===== config.mk =====
export PLATFORM = sky130hd
export DESIGN_NAME = pmi_port
export DESIGN_NICKNAME = d
export VERILOG_FILES = /design/src/pmi_pkg.sv /design/src/pmi_buf_if.sv /design/src/pmi_port.sv /design/src/pmi_sync.sv /design/src/pmi_rx_buf.sv
export SDC_FILE = /design/constraint.sdc
export NUM_CORES = 1
export LEC_CHECK = 0
export BUFFER_PORTS_ARGS = -buffer_cell sky130_fd_sc_hd__buf_4
export CORE_AREA = 2 2 88 90
export CTS_CLUSTER_SIZE = 8
export DETAILED_ROUTE_END_ITERATION = 10
export DIE_AREA = 0 0 90 92
export HOLD_SLACK_MARGIN = 0.03
export PLACE_DENSITY_LB_ADDON = 0.1
export SYNTH_ARGS = -nofsm -noshare
export SYNTH_HDL_FRONTEND = slang
export SYNTH_SLANG_ARGS = --single-unit

===== constraint.sdc =====
create_clock -name i_clock -period 6.18 [get_ports i_clock]
set_input_delay 0.618 -clock i_clock [delete_from_list [all_inputs] [get_ports i_clock]]
set_output_delay 0.618 -clock i_clock [all_outputs]
set_load 0.005 [all_outputs]

===== src/pmi_pkg.sv =====
`default_nettype none
package pmi_pkg;
  // Data widths
  localparam int unsigned NIB_W = 4;
  localparam int unsigned DIBIT_W = 2;
  // Receive buffer entry layout: {sfd, err, nibble}
  localparam int unsigned ENT_NIB_LSB = 0;
  localparam int unsigned ENT_ERR_POS = 4;
  localparam int unsigned ENT_SFD_POS = 5;
  localparam int unsigned ENT_W = 6;
  localparam int unsigned BUF_DEPTH = 2;
  // System clock rate
  localparam int unsigned CLK_HZ = 10_000_000;
  // Reference clock edges per di-bit at 10 Mbps
  localparam int unsigned DIBIT_HOLD_10 = 10;
  // Generated MII clock half periods in system clocks
  localparam int unsigned MII_HALF_100 = 4;
  localparam int unsigned MII_HALF_10 = 40;
  // Synchroniser latency and transmit sample point after a generated rising edge
  localparam int unsigned SYNC_LAT = 2;
  localparam logic [7:0] TX_SAMPLE_AT = 8'(SYNC_LAT);
  // Cycles after reset release before the mode strap is caught
  localparam logic [1:0] STRAP_WAIT = 2'h3;
  // Reset values
  localparam logic [NIB_W-1:0] RXD_RST = 4'h0;
  localparam logic [ENT_W-1:0] ENT_RST = 6'h00;
  // Mode of the MAC port, one-hot
  typedef enum logic [2:0] {
    PMI_ST_WAIT = 3'b001,
    PMI_ST_MII = 3'b010,
    PMI_ST_RMII = 3'b100
  } pmi_mode_t;
endpackage
`default_nettype wire


===== src/pmi_buf_if.sv =====
`timescale 1ns/100ps
`default_nettype none
interface pmi_buf_if #(parameter int unsigned W = 6);
  logic wr_valid;
  logic wr_ready;
  logic [W-1:0] wr_data;
  logic rd_valid;
  logic rd_ready;
  logic [W-1:0] rd_data;
  // The buffer itself
  modport store (input wr_valid, input wr_data, input rd_ready,
                 output wr_ready, output rd_valid, output rd_data);
  // The port logic that fills and drains it
  modport user (output wr_valid, output wr_data, output rd_ready,
                input wr_ready, input rd_valid, input rd_data);
endinterface
`default_nettype wire


===== src/pmi_port.sv =====
`timescale 1ns/100ps
`default_nettype none
module pmi_port
  import pmi_pkg::*;
#(
  parameter int unsigned HALF_FAST = pmi_pkg::MII_HALF_100,
  parameter int unsigned HALF_SLOW = pmi_pkg::MII_HALF_10,
  parameter int unsigned DIBIT_HOLD = pmi_pkg::DIBIT_HOLD_10
) (
  input wire logic i_clock,                            // System clock
  input wire logic i_nrst,                             // Async reset, active low
  input wire logic i_mode_strap,                       // Mode strap pin, high picks RMII
  input wire logic i_if_disable,                       // Interface disable bit
  input wire logic i_speed_100,                        // Resolved speed, high for 100 Mbps
  input wire logic i_full_duplex,                      // Resolved duplex
  input wire logic i_ref_clk,                          // RMII reference clock pin
  input wire logic [pmi_pkg::NIB_W-1:0] i_mac_txd,     // Transmit data pins
  input wire logic i_mac_txen,                         // Transmit strobe pin
  input wire logic i_mac_txer,                         // Transmit error pin
  input wire logic i_line_carrier,                     // Carrier from line receiver
  input wire logic i_line_rx_valid,                    // Received nibble valid
  input wire logic [pmi_pkg::NIB_W-1:0] i_line_rx_nib, // Received nibble
  input wire logic i_line_rx_err,                      // Received nibble decode error
  input wire logic i_line_rx_sfd,                      // Nibble ends start delimiter
  output logic o_line_rx_ready,                        // Buffer can take a nibble
  output logic o_line_tx_valid,                        // Transmit nibble pulse
  output logic [pmi_pkg::NIB_W-1:0] o_line_tx_nib,     // Transmit nibble
  output logic o_line_tx_err,                          // Transmit error with nibble
  output logic o_line_tx_en,                           // Transmit active level
  output logic o_mac_txclk,                            // Transmit clock to MAC
  output logic o_mac_rxclk,                            // Receive clock to MAC
  output logic [pmi_pkg::NIB_W-1:0] o_mac_rxd,         // Receive data pins
  output logic o_mac_rxdv,                             // Receive strobe
  output logic o_mac_rxer,                             // Receive error
  output logic o_mac_crs,                              // Carrier sense
  output logic o_mac_col,                              // Collision, or CRS_DV in RMII
  output logic o_rmii_mode                             // Caught mode, high for RMII
);
  import pmi_pkg::*;

  localparam logic [7:0] HALF_F = 8'(HALF_FAST - 1);
  localparam logic [7:0] HALF_S = 8'(HALF_SLOW - 1);
  localparam logic [3:0] HOLD_LAST = 4'(DIBIT_HOLD - 1);

  // Synchronised pins
  logic [7:0] pins_s;
  wire ref_s = pins_s[0];
  wire [NIB_W-1:0] txd_s = pins_s[4:1];
  wire txen_s = pins_s[5];
  wire txer_s = pins_s[6];
  wire strap_s = pins_s[7];

  pmi_sync #(.W(8)) u_sync (
    .i_clock(i_clock),
    .i_nrst(i_nrst),
    .i_async({i_mode_strap, i_mac_txer, i_mac_txen, i_mac_txd, i_ref_clk}),
    .o_sync(pins_s)
  );

  // Elasticity buffer between line and MAC
  pmi_buf_if #(.W(ENT_W)) rxb ();

  pmi_rx_buf #(.W(ENT_W), .DEPTH(BUF_DEPTH)) u_buf (
    .i_clock(i_clock),
    .i_nrst(i_nrst),
    .bus(rxb)
  );

  // Fill side of the buffer
  assign rxb.wr_valid = i_line_rx_valid;
  assign rxb.wr_data = {i_line_rx_sfd, i_line_rx_err, i_line_rx_nib};
  assign o_line_rx_ready = rxb.wr_ready;

  // Mode strap capture
  pmi_mode_t mode_q;
  pmi_mode_t mode_d;
  logic [1:0] wait_q;

  always_comb begin
    mode_d = mode_q;
    case (mode_q)
      PMI_ST_WAIT: begin
        if (wait_q == STRAP_WAIT) begin
          mode_d = strap_s ? PMI_ST_RMII : PMI_ST_MII;
        end
      end
      PMI_ST_MII: mode_d = PMI_ST_MII;
      PMI_ST_RMII: mode_d = PMI_ST_RMII;
      default: mode_d = PMI_ST_WAIT;
    endcase
  end

  always_ff @(posedge i_clock or negedge i_nrst) begin
    if (!i_nrst) begin
      mode_q <= PMI_ST_WAIT;
      wait_q <= 2'h0;
    end else begin
      mode_q <= mode_d;
      wait_q <= (wait_q == STRAP_WAIT) ? wait_q : wait_q + 2'h1;
    end
  end

  wire is_mii = (mode_q == PMI_ST_MII);
  wire is_rmii = (mode_q == PMI_ST_RMII);
  wire live = ~i_if_disable;

  // Reference clock edge detection and di-bit slots
  logic ref_q;
  logic [3:0] hold_q;
  wire ref_rise = ref_s & ~ref_q;
  wire hold_end = i_speed_100 | (hold_q == HOLD_LAST);
  wire rslot = is_rmii & ref_rise & hold_end;

  always_ff @(posedge i_clock or negedge i_nrst) begin
    if (!i_nrst) begin
      ref_q <= 1'b0;
      hold_q <= 4'h0;
    end else begin
      ref_q <= ref_s;
      if (ref_rise) begin
        hold_q <= hold_end ? 4'h0 : hold_q + 4'h1;
      end
    end
  end

  // Generated MII clock, shared by transmit and receive
  logic [7:0] mcnt_q;
  logic mclk_q;
  wire [7:0] half_last = i_speed_100 ? HALF_F : HALF_S;
  wire mwrap = (mcnt_q >= half_last); // Also recovers after a slow-to-fast switch
  wire mii_fall = is_mii & mwrap & mclk_q;
  wire mclk_d = mwrap ? ~mclk_q : mclk_q;
  wire tx_samp = is_mii & mclk_q & (mcnt_q == TX_SAMPLE_AT);

  always_ff @(posedge i_clock or negedge i_nrst) begin
    if (!i_nrst) begin
      mcnt_q <= 8'h00;
      mclk_q <= 1'b0;
    end else begin
      mcnt_q <= mwrap ? 8'h00 : mcnt_q + 8'h01;
      mclk_q <= mclk_d;
    end
  end

  // Drain side of the buffer
  logic rphase_q;
  wire [NIB_W-1:0] ent_nib = rxb.rd_data[ENT_NIB_LSB +: NIB_W];
  wire ent_err = rxb.rd_data[ENT_ERR_POS];
  wire ent_sfd = rxb.rd_data[ENT_SFD_POS];
  wire rslot_first = rslot & ~rphase_q;
  wire rslot_second = rslot & rphase_q;
  assign rxb.rd_ready = mii_fall | rslot_first;
  wire pop = rxb.rd_ready & rxb.rd_valid;

  // RMII nibble held for its second di-bit
  logic [NIB_W-1:0] rnib_q;
  logic rhave_q;
  logic rerr_q;

  always_ff @(posedge i_clock or negedge i_nrst) begin
    if (!i_nrst) begin
      rphase_q <= 1'b0;
      rnib_q <= RXD_RST;
      rhave_q <= 1'b0;
      rerr_q <= 1'b0;
    end else if (rslot_first) begin
      rphase_q <= 1'b1;
      rnib_q <= pop ? ent_nib : RXD_RST;
      rhave_q <= pop;
      rerr_q <= pop & ent_err;
    end else if (rslot_second) begin
      rphase_q <= 1'b0;
    end
  end

  // Carrier sense / data valid for RMII
  logic crs_dv_q;
  wire crs_dv_first = i_line_carrier;
  wire crs_dv_second = i_line_carrier | crs_dv_q | rhave_q;
  wire crs_dv_hold = i_line_carrier | crs_dv_q;
  wire crs_dv_d = rslot_first ? crs_dv_first : (rslot_second ? crs_dv_second : crs_dv_hold);

  always_ff @(posedge i_clock or negedge i_nrst) begin
    if (!i_nrst) begin
      crs_dv_q <= 1'b0;
    end else begin
      crs_dv_q <= is_rmii & crs_dv_d;
    end
  end

  // Receive data selection per mode
  logic [NIB_W-1:0] rxd_q;
  logic rxdv_q;
  logic rxer_q;
  wire [DIBIT_W-1:0] dibit_first = pop ? ent_nib[1:0] : 2'h0;
  wire [DIBIT_W-1:0] dibit_second = rnib_q[3:2];
  wire [NIB_W-1:0] rxd_mii = pop ? ent_nib : RXD_RST;
  wire rxdv_mii = pop & (ent_sfd | rxdv_q);
  wire [NIB_W-1:0] rxd_rmii = {2'h0, rslot_first ? dibit_first : dibit_second};
  wire rxer_rmii = rslot_first ? (pop & ent_err) : rerr_q;
  wire rx_upd = mii_fall | rslot;
  wire [NIB_W-1:0] rxd_d = is_mii ? rxd_mii : rxd_rmii;
  wire rxdv_d = is_mii & rxdv_mii;
  wire rxer_d = is_mii ? (pop & ent_err) : rxer_rmii;

  always_ff @(posedge i_clock or negedge i_nrst) begin
    if (!i_nrst) begin
      rxd_q <= RXD_RST;
      rxdv_q <= 1'b0;
      rxer_q <= 1'b0;
    end else if (!live) begin
      rxd_q <= RXD_RST;
      rxdv_q <= 1'b0;
      rxer_q <= 1'b0;
    end else if (rx_upd) begin
      rxd_q <= rxd_d;
      rxdv_q <= rxdv_d;
      rxer_q <= rxer_d;
    end
  end

  // Carrier sense and collision in MII, CRS_DV on the collision pin in RMII
  wire half_dup = ~i_full_duplex;
  wire crs_mii = i_line_carrier | (half_dup & txen_s);
  wire col_mii = half_dup & i_line_carrier & txen_s;
  wire crs_pin_d = live & is_mii & crs_mii;
  wire col_pin_d = live & (is_mii ? col_mii : (is_rmii & crs_dv_d));

  always_ff @(posedge i_clock or negedge i_nrst) begin
    if (!i_nrst) begin
      o_mac_crs <= 1'b0;
      o_mac_col <= 1'b0;
      o_mac_txclk <= 1'b0;
      o_mac_rxclk <= 1'b0;
      o_rmii_mode <= 1'b0;
    end else begin
      o_mac_crs <= crs_pin_d;
      o_mac_col <= col_pin_d;
      o_mac_txclk <= live & is_mii & mclk_d;
      o_mac_rxclk <= live & is_mii & mclk_d;
      o_rmii_mode <= is_rmii;
    end
  end

  // Receive outputs straight from their flops
  assign o_mac_rxd = rxd_q;
  assign o_mac_rxdv = rxdv_q;
  assign o_mac_rxer = rxer_q;

  // Transmit path: MII nibble per clock, RMII di-bit pairs
  logic tphase_q;
  logic [DIBIT_W-1:0] tlow_q;
  wire rmii_tx_done = rslot & txen_s & tphase_q;
  wire [NIB_W-1:0] rmii_nib = {txd_s[1:0], tlow_q};

  always_ff @(posedge i_clock or negedge i_nrst) begin
    if (!i_nrst) begin
      tphase_q <= 1'b0;
      tlow_q <= 2'h0;
    end else if (rslot) begin
      tphase_q <= txen_s & ~tphase_q;
      tlow_q <= txd_s[1:0];
    end
  end

  // Line-side transmit outputs
  always_ff @(posedge i_clock or negedge i_nrst) begin
    if (!i_nrst) begin
      o_line_tx_valid <= 1'b0;
      o_line_tx_nib <= RXD_RST;
      o_line_tx_err <= 1'b0;
      o_line_tx_en <= 1'b0;
    end else if (tx_samp) begin
      o_line_tx_valid <= txen_s;
      o_line_tx_nib <= txd_s;
      o_line_tx_err <= txen_s & txer_s;
      o_line_tx_en <= txen_s;
    end else if (rslot) begin
      o_line_tx_valid <= rmii_tx_done;
      o_line_tx_nib <= rmii_tx_done ? rmii_nib : o_line_tx_nib;
      o_line_tx_err <= 1'b0;
      o_line_tx_en <= txen_s;
    end else begin
      o_line_tx_valid <= 1'b0;
    end
  end
endmodule
`default_nettype wire


===== src/pmi_sync.sv =====
`timescale 1ns/100ps
`default_nettype none
module pmi_sync #(
  parameter int unsigned W = 1
) (
  input wire logic i_clock,           // System clock
  input wire logic i_nrst,            // Async reset, active low
  input wire logic [W-1:0] i_async,   // Signals from outside the domain
  output logic [W-1:0] o_sync         // Synchronised copies
);
  logic [W-1:0] meta_q;

  // Two-stage synchroniser, first stage read only by the second
  always_ff @(posedge i_clock or negedge i_nrst) begin
    if (!i_nrst) begin
      meta_q <= '0;
      o_sync <= '0;
    end else begin
      meta_q <= i_async;
      o_sync <= meta_q;
    end
  end
endmodule
`default_nettype wire


===== src/pmi_rx_buf.sv =====
`timescale 1ns/100ps
`default_nettype none
module pmi_rx_buf #(
  parameter int unsigned W = 6,
  parameter int unsigned DEPTH = 2
) (
  input wire logic i_clock,  // System clock
  input wire logic i_nrst,   // Async reset, active low
  pmi_buf_if.store bus       // Fill and drain sides
);
  localparam int unsigned PW = (DEPTH > 1) ? $clog2(DEPTH) : 1;
  localparam logic [PW:0] CNT_MAX = (PW+1)'(DEPTH);
  localparam logic [PW-1:0] PTR_LAST = PW'(DEPTH - 1);

  logic [W-1:0] mem_q [DEPTH];
  logic [PW-1:0] wptr_q;
  logic [PW-1:0] rptr_q;
  logic [PW:0] cnt_q;
  logic full_q;
  logic empty_q;
  wire push = bus.wr_valid & ~full_q;
  wire pop = bus.rd_ready & ~empty_q;
  wire [PW:0] cnt_d = cnt_q + (PW+1)'(push) - (PW+1)'(pop);

  // Handshake flags straight from flops
  assign bus.wr_ready = ~full_q;
  assign bus.rd_valid = ~empty_q;
  assign bus.rd_data = mem_q[rptr_q];

  // Storage
  always_ff @(posedge i_clock or negedge i_nrst) begin
    if (!i_nrst) begin
      for (int i = 0; i < DEPTH; i++) begin
        mem_q[i] <= '0;
      end
    end else if (push) begin
      mem_q[wptr_q] <= bus.wr_data;
    end
  end

  // Pointers and fill level
  always_ff @(posedge i_clock or negedge i_nrst) begin
    if (!i_nrst) begin
      wptr_q <= '0;
      rptr_q <= '0;
      cnt_q <= '0;
      full_q <= 1'b0;
      empty_q <= 1'b1;
    end else begin
      if (push) begin
        wptr_q <= (wptr_q == PTR_LAST) ? '0 : wptr_q + 1'b1;
      end
      if (pop) begin
        rptr_q <= (rptr_q == PTR_LAST) ? '0 : rptr_q + 1'b1;
      end
      cnt_q <= cnt_d;
      full_q <= (cnt_d == CNT_MAX);
      empty_q <= (cnt_d == '0);
    end
  end
endmodule
`default_nettype wire


==> results.json <==
{
  "min_path_type": "flop to flop",
  "setup_viol": 0,
  "cts_max_level": 3,
  "fmax_ghz": 0.369,
  "die_area_um2": 8280,
  "die_w_um": 90,
  "min_period_ns": 2.71,
  "cts_hold_buf": 0,
  "firstDrtPassIters": 4,
  "yosys_most_used_dff": "dfrtp_1",
  "numCtsBuffers": 9,
  "drive_gt1_share_pct": 26.1,
  "fin_nets": 334,
  "final_cell_mix": "dfrtp_1, buf_4, nor2_1",
  "yosysUniqueCellTypes": 48,
  "stdcell_count": 412,
  "seq_area_um2": 1980,
  "wl_per_cell_um": 13.9,
  "worstHoldStart": "u_sync.meta_q[2]",
  "insertion_delay_ns": 0.34,
  "gr-total-overflow": 0,
  "hold_slack_ns": 0.351,
  "core_um2": 7450,
  "clkPwrFrac_pct": 29.8,
  "synth-edff-count": 0,
  "start_kind": "flop",
  "grt_util_met1_pct": 20.9,
  "ys_ff_latch": 79,
  "grt_setup_unrepaired": "no",
  "final_hold_viol_count": 0,
  "p_leak_nw": 1.81,
  "tns_ns": 0,
  "vias_per_cell": 5.02,
  "grt_max_degree": 80,
  "drtAntennaViolNets": 0,
  "final.setup_skew_ns": 0.00758,
  "status": "finished clean",
  "drcViolationCount": 0,
  "cts_resized": 0,
  "critical_path_class": "flop to flop",
  "maxCapViolCount": 0,
  "grt_util_all_layers_pct": 15.2,
  "synthesis.nets": 294,
  "pwr_density_cell_nw_per_um2": 397,
  "end_kind": "flop",
  "num_rows": 32,
  "ir_worst_vdd_uv": 195,
  "combPwrFrac_pct": 22.3,
  "antennaDiodeCount": 0,
  "grt_pass1_wl_um": 9870,
  "path_max_fanout": 9,
  "dp_hpwl_um": 3930,
  "grt_busiest_layer": "met2",
  "die_h_um": 92,
  "p_seq_share_pct": 47.9,
  "num_vias": 2070,
  "intPower_mw": 1.11,
  "cts_tree": "built",
  "cts.path.max_buffers": 2,
  "min_period_over_period_pct": 43.8,
  "cp-startpoint": "mcnt_q[2]",
  "relSlewSlack_pct": 35.6,
  "slew_viol_final": 0,
  "io_pins": 40,
  "initial_core_util_pct": 43.6,
  "antenna_found_initial": 0,
  "final_core_util_pct": 51.9,
  "port_buffers": 39,
  "post_synth.cell_area_avg_um2": 12.3,
  "drt_iter0_drc": 111,
  "gp_congestion": 0.787,
  "met2_usage_pct": 23.3,
  "arrival_ns": 2.99,
  "cts_setup_buffers": 0,
  "seq_area_frac_synth_pct": 60.9,
  "async_flop_share_pct": 100,
  "switching_share_pct": 27.6,
  "synth_area_um2": 3250,
  "multi_input_area_um2": 1180,
  "cp_data_required_time_ns": 6.46,
  "finalWirelength_um": 5710,
  "placedCellCount": 396,
  "final_common_cell": "dfrtp_1",
  "ys.warnings.count": 0,
  "r2r_start": "mcnt_q[2]",
  "worst_pin_slew_ns": 0.966,
  "clock_sinks": 79,
  "grt_util_met3_pct": 3.37,
  "grt_pass1_vias": 2034,
  "fill_cells": 690,
  "clkSlewWorstSetupHoldPaths_ns": 0.08,
  "syn_inst": 265,
  "cts_root_buf": "clkbuf_8",
  "p_sw_mw": 0.424,
  "area_growth_pct": 19.0
}
-- Yosys cell counts (all sizes together) (2+ instances only) --
| cell type | count | area [µm²] |
|---|---|---|
| dfrtp | 77 | 1930 |
| nor2 | 25 | 93.8 |
| mux2 | 18 | 206 |
| nand2 | 16 | 60.1 |
| o21ai | 12 | 60.1 |
| inv | 9 | 33.8 |
| a21oi | 8 | 40.0 |
| ha | 8 | 100 |
| nor2b | 7 | 43.8 |
| clkbuf | 6 | 22.5 |
| o21a | 6 | 45.0 |
| xnor2 | 6 | 52.6 |
| a211oi | 5 | 42.5 |
| and3 | 5 | 31.3 |
| mux2i | 5 | 50.1 |
| nand3 | 5 | 25.0 |
| xor2 | 5 | 43.8 |
| buf | 4 | 27.5 |
| nand2b | 4 | 25.0 |
| o22a | 4 | 35.0 |
| nor3 | 3 | 15.0 |
| a22oi | 2 | 15.0 |
| a31o | 2 | 17.5 |
| dfstp | 2 | 52.6 |
| nand4 | 2 | 12.5 |
| o31ai | 2 | 15.0 |
| or2 | 2 | 12.5 |
| or3b | 2 | 17.5 |
-- power by group through the flow --
stage	Clock [mW]	Sequential (mW)	Combinational, mW
4_1_cts	0.471	0.738	0.348
5_1_grt	0.497	0.756	0.384
3_3_place_gp	0	0.744	0.342
6_report	0.458	0.735	0.342
2_1_floorplan	0	0.717	0.252
3_5_place_dp	0	0.747	0.347
-- through the flow --
step / total power, mW / instance area [µm²] / worst slack (ns)
2_1_floorplan: 0.969 / 3250 / 3.66
3_3_place_gp: 1.09 / 3620 / 3.28
3_5_place_dp: 1.09 / 3620 / 3.17
4_1_cts: 1.56 / 3860 / 3.48
5_1_grt: 1.64 / 3860 / 3.22
6_report: 1.54 / 3860 / 3.47
-- critical path, cell delays in order, from the launching register on --
cell and delay, ns:
dfrtp_1 0.43, ha_1 0.21, o31ai_1 0.32, nand3_1 0.36, nand2_1 0.28, a21oi_1 0.14
xor2_1 0.16, ha_1 0.20, xor2_1 0.15, xnor2_1 0.24, nor2b_1 0.16
-- cell type report --
cell class | instances | share of cell area [%]
inverter | 9 | 0.874
sequential | 79 | 51.2
clock buffer | 10 | 3.56
timing repair buffer | 39 | 7.58
tap | 102 | 3.30
clock inverter | 6 | 2.78
multi-input combinational | 167 | 30.7
-- cell families after synthesis --
family          after synthesis  share of synthesized area [%]
fa+ha+maj                     8                           3.08
other cells                   1                          0.115
flops                        79                           60.9
mux                          23                           7.90
buf+inv                      19                           2.58
compound gates               49                           11.2
simple gates                 75                           11.2
xor+xnor                     11                           2.97
-- registers in the layout, indices dropped and copies added (netlist names), 2 cells and up --
name,flops
u_sync.meta_q,8
wait_q,2
o_mac_rxd,4
u_buf.cnt_q,2
mode_q,3
u_buf.mem_q,12
mcnt_q,8
hold_q,4
o_line_tx_nib,4
rnib_q,2
tlow_q,2
u_sync.o_sync,8
-- per-layer routing --
metal / wire [µm] / part of all wire, %
met4: 106 / 1.9
met5: 0 / 0
met1: 2740 / 48
met2: 2660 / 47
met3: 201 / 3.5
-- final timing paths --
check | slack, ns | endpoint | cells after the start
max in group asynchronous | 5.13 | wait_q[0] | 1
worst min-delay path | 0.35 | u_sync.o_sync[2] | 0
min in group asynchronous | 0.42 | hold_q[1] | 1
worst max register to register | 3.47 | u_buf.full_q | 10
worst max-delay path | 3.47 | u_buf.full_q | 10
worst min register to register | 0.35 | u_sync.o_sync[2] | 0
Power figures use the tool's default switching activity.
